<file path="src/hdl/lmr_exec_consts.svh">
`ifndef LMR_EXEC_CONSTS_SVH
`define LMR_EXEC_CONSTS_SVH

// Register byte offsets on the slave port
`define REG_INSTR   8'h00
`define REG_ACC     8'h04
`define REG_FLAGS   8'h08
`define REG_PC      8'h0C
`define REG_TOP     8'h10
`define REG_FADDR   8'h14
`define REG_FDATA   8'h18

// Widths of the instruction word and the flag word
`define INSTR_W     24
`define FLAGS_W     3

// Reset values
`define ACC_RST     8'h00
`define FLAGS_RST   3'h0
`define FADDR_RST   7'h00
`define RDATA_RST   32'h0000_0000

`endif

</file>
<file path="src/hdl/exec_pkg.sv">
`default_nettype none

package exec_pkg;

  typedef enum logic [3:0] {
    OP_IDLE     = 4'h0,
    OP_OR_LIT   = 4'h1,
    OP_LOAD_LIT = 4'h2,
    OP_OR_FILE  = 4'h3,
    OP_STORE    = 4'h4,
    OP_COPY     = 4'h5,
    OP_RETI     = 4'h6,
    OP_ROTL     = 4'h7
  } op_t;

  // Instruction word, bit 23 down to bit 0
  typedef struct packed {
    logic       tsel;
    logic [6:0] addr;
    logic [7:0] imm;
    logic [3:0] spare;
    op_t        op;
  } instr_t;

  // Flag word, bit 2 down to bit 0
  typedef struct packed {
    logic global_irq_enable;
    logic rot;
    logic zero;
  } flags_t;

  typedef struct packed {
    logic [7:0] res;
    logic       wr_acc;
    logic       wr_file;
    logic       wr_zero;
    logic       zero;
    logic       wr_rot;
    logic       rot;
    logic       set_gie;
    logic       pop;
    logic       adv_pc;
  } alu_out_t;

  typedef enum logic [1:0] {
    S_IDLE = 2'b01,
    S_ACK  = 2'b10
  } bus_state_t;

endpackage

`default_nettype wire

</file>
<file path="src/hdl/exec_alu.sv">
`default_nettype none

module exec_alu (
  input  wire exec_pkg::instr_t   i_instr,
  input  wire logic [7:0]         i_acc,
  input  wire logic [7:0]         i_fdata,
  input  wire exec_pkg::flags_t   i_flags,
  output var  exec_pkg::alu_out_t o_out
);

  always_comb
  begin
    o_out        = '0;
    o_out.adv_pc = 1'b1;
    case (i_instr.op)
      exec_pkg::OP_OR_LIT:
      begin
        o_out.res     = i_acc | i_instr.imm;
        o_out.wr_acc  = 1'b1;
        o_out.wr_zero = 1'b1;
      end
      exec_pkg::OP_LOAD_LIT:
      begin
        // Only op and immediate are looked at
        o_out.res    = i_instr.imm;
        o_out.wr_acc = 1'b1;
      end
      exec_pkg::OP_OR_FILE:
      begin
        o_out.res     = i_acc | i_fdata;
        o_out.wr_acc  = ~i_instr.tsel;
        o_out.wr_file = i_instr.tsel;
        o_out.wr_zero = 1'b1;
      end
      exec_pkg::OP_STORE:
      begin
        o_out.res     = i_acc;
        o_out.wr_file = 1'b1;
      end
      exec_pkg::OP_COPY:
      begin
        // Self copy rewrites the same value: a zero test
        o_out.res     = i_fdata;
        o_out.wr_acc  = ~i_instr.tsel;
        o_out.wr_file = i_instr.tsel;
        o_out.wr_zero = 1'b1;
      end
      exec_pkg::OP_RETI:
      begin
        o_out.set_gie = 1'b1;
        o_out.pop     = 1'b1;
        o_out.adv_pc  = 1'b0;
      end
      exec_pkg::OP_ROTL:
      begin
        o_out.res     = {i_fdata[6:0], i_flags.rot};
        o_out.rot     = i_fdata[7];
        o_out.wr_rot  = 1'b1;
        o_out.wr_acc  = ~i_instr.tsel;
        o_out.wr_file = i_instr.tsel;
      end
      default:
      begin
        // Idle and unknown codes only advance the counter
        o_out.adv_pc = 1'b1;
      end
    endcase
    o_out.zero = (o_out.res == 8'h00);
  end

endmodule // exec_alu

`default_nettype wire

</file>
<file path="src/hdl/literal_move_or_rotate_exec.sv">
// The address map and register access over Avalon-MM were left to the implementer.
`include "lmr_exec_consts.svh"
`default_nettype none

module literal_move_or_rotate_exec #(
  parameter int PC_W        = 13,
  parameter int STACK_DEPTH = 8
) (
  input  wire logic             i_core_clk,
  input  wire logic             i_rst_b,
  input  wire logic             i_clk_en,
  input  wire logic [7:0]       i_avs_address,
  input  wire logic             i_avs_read,
  input  wire logic             i_avs_write,
  input  wire logic [31:0]      i_avs_writedata,
  input  wire logic [3:0]       i_avs_byteenable,
  output logic      [31:0]      o_avs_readdata,
  output logic                  o_avs_waitrequest,
  output logic      [7:0]       o_acc,
  output logic      [PC_W-1:0]  o_pc,
  output logic                  o_gie
);

  localparam int SP_W = $clog2(STACK_DEPTH);

  ////////////////////////////////////////////////////////////////////////////
  // Byte-lane merge, used by every register write except REG_FDATA

  function automatic logic [31:0] merge_be(input logic [31:0] old_v,
                                           input logic [31:0] new_v,
                                           input logic [3:0]  be);
    logic [31:0] r;
    r = old_v;
    for (int i = 0; i < 4; i++)
    begin
      if (be[i])
        r[i*8 +: 8] = new_v[i*8 +: 8];
    end
    return r;
  endfunction

  ////////////////////////////////////////////////////////////////////////////
  // State

  exec_pkg::bus_state_t state_r, state_nxt;
  logic [7:0]           acc_r, acc_nxt;
  exec_pkg::flags_t     flags_r, flags_nxt;
  logic [PC_W-1:0]      pc_r, pc_nxt;
  logic [SP_W-1:0]      sp_r, sp_nxt;
  logic [6:0]           faddr_r, faddr_nxt;
  logic [31:0]          rdata_r, rdata_nxt;
  logic [7:0]           file_mem [128];
  logic [PC_W-1:0]      stack_mem [STACK_DEPTH];

  logic                 file_we;
  logic [6:0]           file_wa;
  logic [7:0]           file_wd;
  logic                 push_we;
  logic [PC_W-1:0]      push_wd;

  logic                 req;
  logic                 take;
  logic                 wr_hit;
  logic                 exec_fire;
  logic [31:0]          instr_word;
  exec_pkg::instr_t     instr;
  exec_pkg::alu_out_t   alu;
  logic [PC_W-1:0]      stack_top;

  assign req       = i_avs_read | i_avs_write;
  // Effects land on the one edge the master sees waitrequest low
  assign take      = (state_r == exec_pkg::S_ACK) & i_clk_en;
  assign wr_hit    = take & i_avs_write;
  assign exec_fire = wr_hit & (i_avs_address == `REG_INSTR);
  // Disabled lanes read as zero, so unused fields decode as zeros
  assign instr_word = merge_be(32'h0000_0000, i_avs_writedata,
                               i_avs_byteenable);
  assign instr     = exec_pkg::instr_t'(instr_word[`INSTR_W-1:0]);
  assign stack_top = stack_mem[sp_r - SP_W'(1)];

  exec_alu u_alu (
    .i_instr (instr),
    .i_acc   (acc_r),
    .i_fdata (file_mem[instr.addr]),
    .i_flags (flags_r),
    .o_out   (alu)
  );

  ////////////////////////////////////////////////////////////////////////////
  // Next-state logic

  always_comb
  begin
    state_nxt = state_r;
    acc_nxt   = acc_r;
    flags_nxt = flags_r;
    pc_nxt    = pc_r;
    sp_nxt    = sp_r;
    faddr_nxt = faddr_r;
    rdata_nxt = rdata_r;
    file_we   = 1'b0;
    file_wa   = instr.addr;
    file_wd   = alu.res;
    push_we   = 1'b0;
    push_wd   = '0;

    case (state_r)
      exec_pkg::S_IDLE:
      begin
        if (req)
        begin
          state_nxt = exec_pkg::S_ACK;
          case (i_avs_address)
            `REG_ACC:   rdata_nxt = {24'h00_0000, acc_r};
            `REG_FLAGS: rdata_nxt = {29'h0000_0000, flags_r};
            `REG_PC:    rdata_nxt = 32'(pc_r);
            `REG_TOP:   rdata_nxt = 32'(stack_top);
            `REG_FADDR: rdata_nxt = {25'h000_0000, faddr_r};
            `REG_FDATA: rdata_nxt = {24'h00_0000, file_mem[faddr_r]};
            default:    rdata_nxt = `RDATA_RST;
          endcase
        end
      end
      exec_pkg::S_ACK:
      begin
        state_nxt = exec_pkg::S_IDLE;
      end
      default:
      begin
        state_nxt = exec_pkg::S_IDLE;
      end
    endcase

    if (exec_fire)
    begin
      if (alu.wr_acc)
        acc_nxt = alu.res;
      if (alu.wr_zero)
        flags_nxt.zero = alu.zero;
      if (alu.wr_rot)
        flags_nxt.rot = alu.rot;
      if (alu.set_gie)
        flags_nxt.global_irq_enable = 1'b1;
      file_we = alu.wr_file;
      if (alu.pop)
      begin
        pc_nxt = stack_top;
        sp_nxt = sp_r - SP_W'(1);
      end
      else if (alu.adv_pc)
        pc_nxt = pc_r + PC_W'(1);
    end
    else if (wr_hit)
    begin
      case (i_avs_address)
        `REG_ACC:
          acc_nxt = 8'(merge_be({24'h00_0000, acc_r}, i_avs_writedata,
                                i_avs_byteenable));
        `REG_FLAGS:
          flags_nxt = exec_pkg::flags_t'(3'(merge_be({29'h0, flags_r},
                        i_avs_writedata, i_avs_byteenable)));
        `REG_PC:
          pc_nxt = PC_W'(merge_be(32'(pc_r), i_avs_writedata,
                                  i_avs_byteenable));
        `REG_TOP:
        begin
          // Software push stands in for a call; a full stack wraps
          push_we = 1'b1;
          push_wd = PC_W'(merge_be(32'h0000_0000, i_avs_writedata,
                                   i_avs_byteenable));
          sp_nxt  = sp_r + SP_W'(1);
        end
        `REG_FADDR:
          faddr_nxt = 7'(merge_be({25'h000_0000, faddr_r}, i_avs_writedata,
                                  i_avs_byteenable));
        `REG_FDATA:
        begin
          file_we = i_avs_byteenable[0];
          file_wa = faddr_r;
          file_wd = i_avs_writedata[7:0];
        end
        default:
        begin
          file_we = 1'b0;
        end
      endcase
    end
  end

  ////////////////////////////////////////////////////////////////////////////
  // Registers

  always_ff @(posedge i_core_clk)
  begin
    if (!i_rst_b)
    begin
      state_r <= exec_pkg::S_IDLE;
      acc_r   <= `ACC_RST;
      flags_r <= `FLAGS_RST;
      pc_r    <= '0;
      sp_r    <= '0;
      faddr_r <= `FADDR_RST;
      rdata_r <= `RDATA_RST;
    end
    else if (i_clk_en)
    begin
      state_r <= state_nxt;
      acc_r   <= acc_nxt;
      flags_r <= flags_nxt;
      pc_r    <= pc_nxt;
      sp_r    <= sp_nxt;
      faddr_r <= faddr_nxt;
      rdata_r <= rdata_nxt;
    end
  end

  // Arrays have no reset; contents are undefined until written
  always_ff @(posedge i_core_clk)
  begin
    if (i_clk_en && file_we)
      file_mem[file_wa] <= file_wd;
    if (i_clk_en && push_we)
      stack_mem[sp_r] <= push_wd;
  end

  // Held high while frozen, so the master never sees an ack edge that is lost
  assign o_avs_waitrequest = ~take;
  assign o_avs_readdata    = rdata_r;
  assign o_acc             = acc_r;
  assign o_pc              = pc_r;
  assign o_gie             = flags_r.global_irq_enable;
endmodule // literal_move_or_rotate_exec

`default_nettype wire

</file>
<file path="config.mk">
export PLATFORM = sky130hd
export DESIGN_NAME = literal_move_or_rotate_exec
export DESIGN_NICKNAME = d
export VERILOG_FILES = /design/src/hdl/exec_pkg.sv /design/src/hdl/exec_alu.sv /design/src/hdl/literal_move_or_rotate_exec.sv
export VERILOG_INCLUDE_DIRS = /design/src /design/src/hdl
export SDC_FILE = /design/constraint.sdc
export NUM_CORES = 2
export LEC_CHECK = 0
export CORE_MARGIN = 5
export CORE_UTILIZATION = 59
export CTS_BUF_LIST = sky130_fd_sc_hd__clkbuf_8
export DETAILED_ROUTE_END_ITERATION = 8
export DONT_BUFFER_PORTS = 1
export PLACE_DENSITY = 0.72
export SKIP_LAST_GASP = 1
export SLEW_MARGIN = 40
export SYNTH_ARGS = -nofsm -noshare
export SYNTH_HDL_FRONTEND = slang
export SYNTH_HIERARCHICAL = 1
export SYNTH_SLANG_ARGS = --single-unit
</file>
<file path="constraint.sdc">
create_clock -name i_core_clk -period 7.3 [get_ports i_core_clk]
set_clock_uncertainty 0.2 [all_clocks]
set_input_delay 0.73 -clock i_core_clk [delete_from_list [all_inputs] [get_ports i_core_clk]]
set_output_delay 0.73 -clock i_core_clk [all_outputs]
set_load 0.05 [all_outputs]
</file>
==> reports/metrics.cfg <==
[run_status]
status=finished clean

[sta]
rsz0062_at_grt=no
setup_violations=0
fmax_mhz=186
max_slew_margin=0.255
setup_tns_ns=0
fin_crit_sh=0.735
layout_setup_ws_ns=1.93
drv_slew=0
fin_crit_ns=5.37
hold_viol_final=0
max_slew.worst_pin.slew_ns=1.12

[cts]
cts-root-buf=clkbuf_8
clk_pin_slew_ns=0.06
cts_buffers=189
post_cts_resized=0
clk_latency_ns=0.89
clk_path_buf_depth=3
clock_sinks=1184
htreeDepth=4
cts_tree=built

[cells_and_area]
fill_cells=6590
syn2layout_area_growth_pct=9.74
utilization=0.652
final_layout_size_suffix_gt1_frac=0.271
multiInputGateArea_sq_um=20600
ff_latch_area_sq_um=35000
instances_no_fill=5008
fin_nets=3630

[drt]
postRouteAntennaNets=0
vias_per_cell=7.40
drc_errors=0
drtPass1Iterations=9
dr.first_iter.drc_count=6148
finalWirelength_mm=182
post_drt_wl_per_cell_um=36.3
via_count=37100

[setup_path]
setup.worst_path.start_class=input port
rr_startpoint=state_r[0]$_SDFFE_PN1P_
cp.required_ns=7.70
reg2reg_depth=7
critPathKind=input port to register
arrival_ns=5.77
critPathLaunch=i_avs_writedata[16]
worstPathMaxFanout=131
worst_setup_path_end_kind=register
r2r-end=file_mem[98][6]$_DFFE_PP_
crit_end=file_mem[61][3]$_DFFE_PP_
regToRegSetupSlack_ns=2.57

[placement]
dp_cells=4628
hpwl_mm=115
place_congestion=0.975
numPortBuffers=0
dp_slack_ns=1.28

[floorplan]
core_sq_um=94900
die_h_um=319
initial_utilization=0.594
dieArea_sq_um=102000
die_w_um=319
ios=104
num_rows=113

[global_routing]
antenna_found_initial=11
grt_pass1_vias=36400
grt-ovfl-total=0
grt_max_degree=132
grt_usage=0.351
grt_pass1_wl_mm=258

[logic_synthesis]
avgSynthCellArea_sq_um=15.9
yosysWarningCount=6
synthCells=3550
netlist_area_sq_um=56300

[power_and_ir_drop]
p_seq_frac=0.548
leakagePower_nw=19.2
p_clk_frac=0.401
p_per_area_nw_per_um2=220
p_sw_w=0.00321
peakVddDrop_v=0.000176
p_int_w=0.0104
p_sw_frac=0.236
combPwrFrac=0.051
finalPower_w=0.0136

[worst_hold_path]
hold_class=input port to register

[job]
drv_cap=0

-- worst min path at each step --
stage | from | to | cells past startpoint
finish | i_avs_writedata[3] | o_acc[3]$_SDFFE_PN0P_ | 3
floorplan | state_r[1]$_SDFFE_PN0P_ | state_r[1]$_SDFFE_PN0P_ | 2
global placement | state_r[1]$_SDFFE_PN0P_ | state_r[1]$_SDFFE_PN0P_ | 2
detailed placement | state_r[1]$_SDFFE_PN0P_ | state_r[1]$_SDFFE_PN0P_ | 2
CTS | i_avs_byteenable[0] | stack_mem[4][1]$_DFFE_PP_ | 1
global route | i_avs_writedata[4] | stack_mem[1][4]$_DFFE_PP_ | 1
-- power groups by stage --
stage / Clock [W] / Sequential (W) / Combinational, W
6_report: 0.00544 / 0.00745 / 0.000692
5_1_grt: 0.00578 / 0.00744 / 0.000709
4_1_cts: 0.00544 / 0.00745 / 0.000661
3_5_place_dp: 0 / 0.00759 / 0.000645
3_3_place_gp: 0 / 0.00759 / 0.000624
2_1_floorplan: 0 / 0.00761 / 0.000433
-- metal layers --
metal / vias to the layer above / part of all wire / GRT usage
met5: - / 0.0011 / 0
met4: 13 / 0.062 / 0.169
met3: 686 / 0.15 / 0.127
met2: 3209 / 0.45 / 0.527
met1: 18700 / 0.34 / 0.465
li1: 14500 / - / -
-- flip-flops by register name, indices dropped and copies added (netlist names), named ones only --
| name | cells |
|---|---|
| flags_r | 2 |
| file_mem | 1024 |
| o_acc | 8 |
| o_avs_readdata | 13 |
| o_pc | 13 |
| state_r | 2 |
| o_gie | 1 |
| stack_mem | 104 |
| sp_r | 3 |
| faddr_r | 7 |
-- critical path: stages --
cell,delay (ns)
nand2_1,0.28
inv_8,0.48
buf_4,0.35
mux4_2,0.26
nand2_1,0.07
nand3_1,0.31
nand4_1,0.43
nor3_1,0.51
and3_1,0.45
a22o_1,0.21
a221o_1,0.21
nand2_1,0.15
nand2_8,0.46
buf_4,0.52
-- cells in the final DEF, fill, tap and decap left out, types with 39 or more instances in the layout --
cell / instances
o211ai_1: 51
mux2i_1: 156
buf_4: 60
o221ai_1: 84
a21oi_1: 96
dfxtp_1: 51
nand3_1: 81
clkbuf_8: 193
nor2_2: 122
nor2_1: 104
nand2_1: 393
o21ai_0: 87
inv_1: 79
clkinv_1: 39
edfxtp_1: 1128
mux4_2: 460
-- stage by stage --
step | cell area (sq um) | hold slack [ns]
after floorplan | 56400 | 0.272
after global placement | 57500 | 0.286
after detailed placement | 57900 | 0.301
after CTS | 61700 | 0.000529
after global routing | 61800 | 0.0454
final | 61800 | 0.0566
-- what timing repair did --
| item | 4_1_cts | 5_1_grt |
|---|---|---|
| hold endpoints to repair | 81 | 0 |
| hold buffers | 23 | 0 |
| setup buffers | 0 | 0 |
| endpoints found under the setup margin | 0 | 0 |
-- layout make-up --
| class | count | area share |
|---|---|---|
| clock inverters | 156 | 0.0143 |
| diodes | 7 | 0.000283 |
| clock buffers | 193 | 0.0430 |
| multi-input cells | 2084 | 0.333 |
| flip-flops and latches | 1184 | 0.566 |
| repair buffers | 100 | 0.0163 |
| well taps | 1265 | 0.0256 |
| inverters | 19 | 0.00148 |
Power figures use the tool's default switching activity.
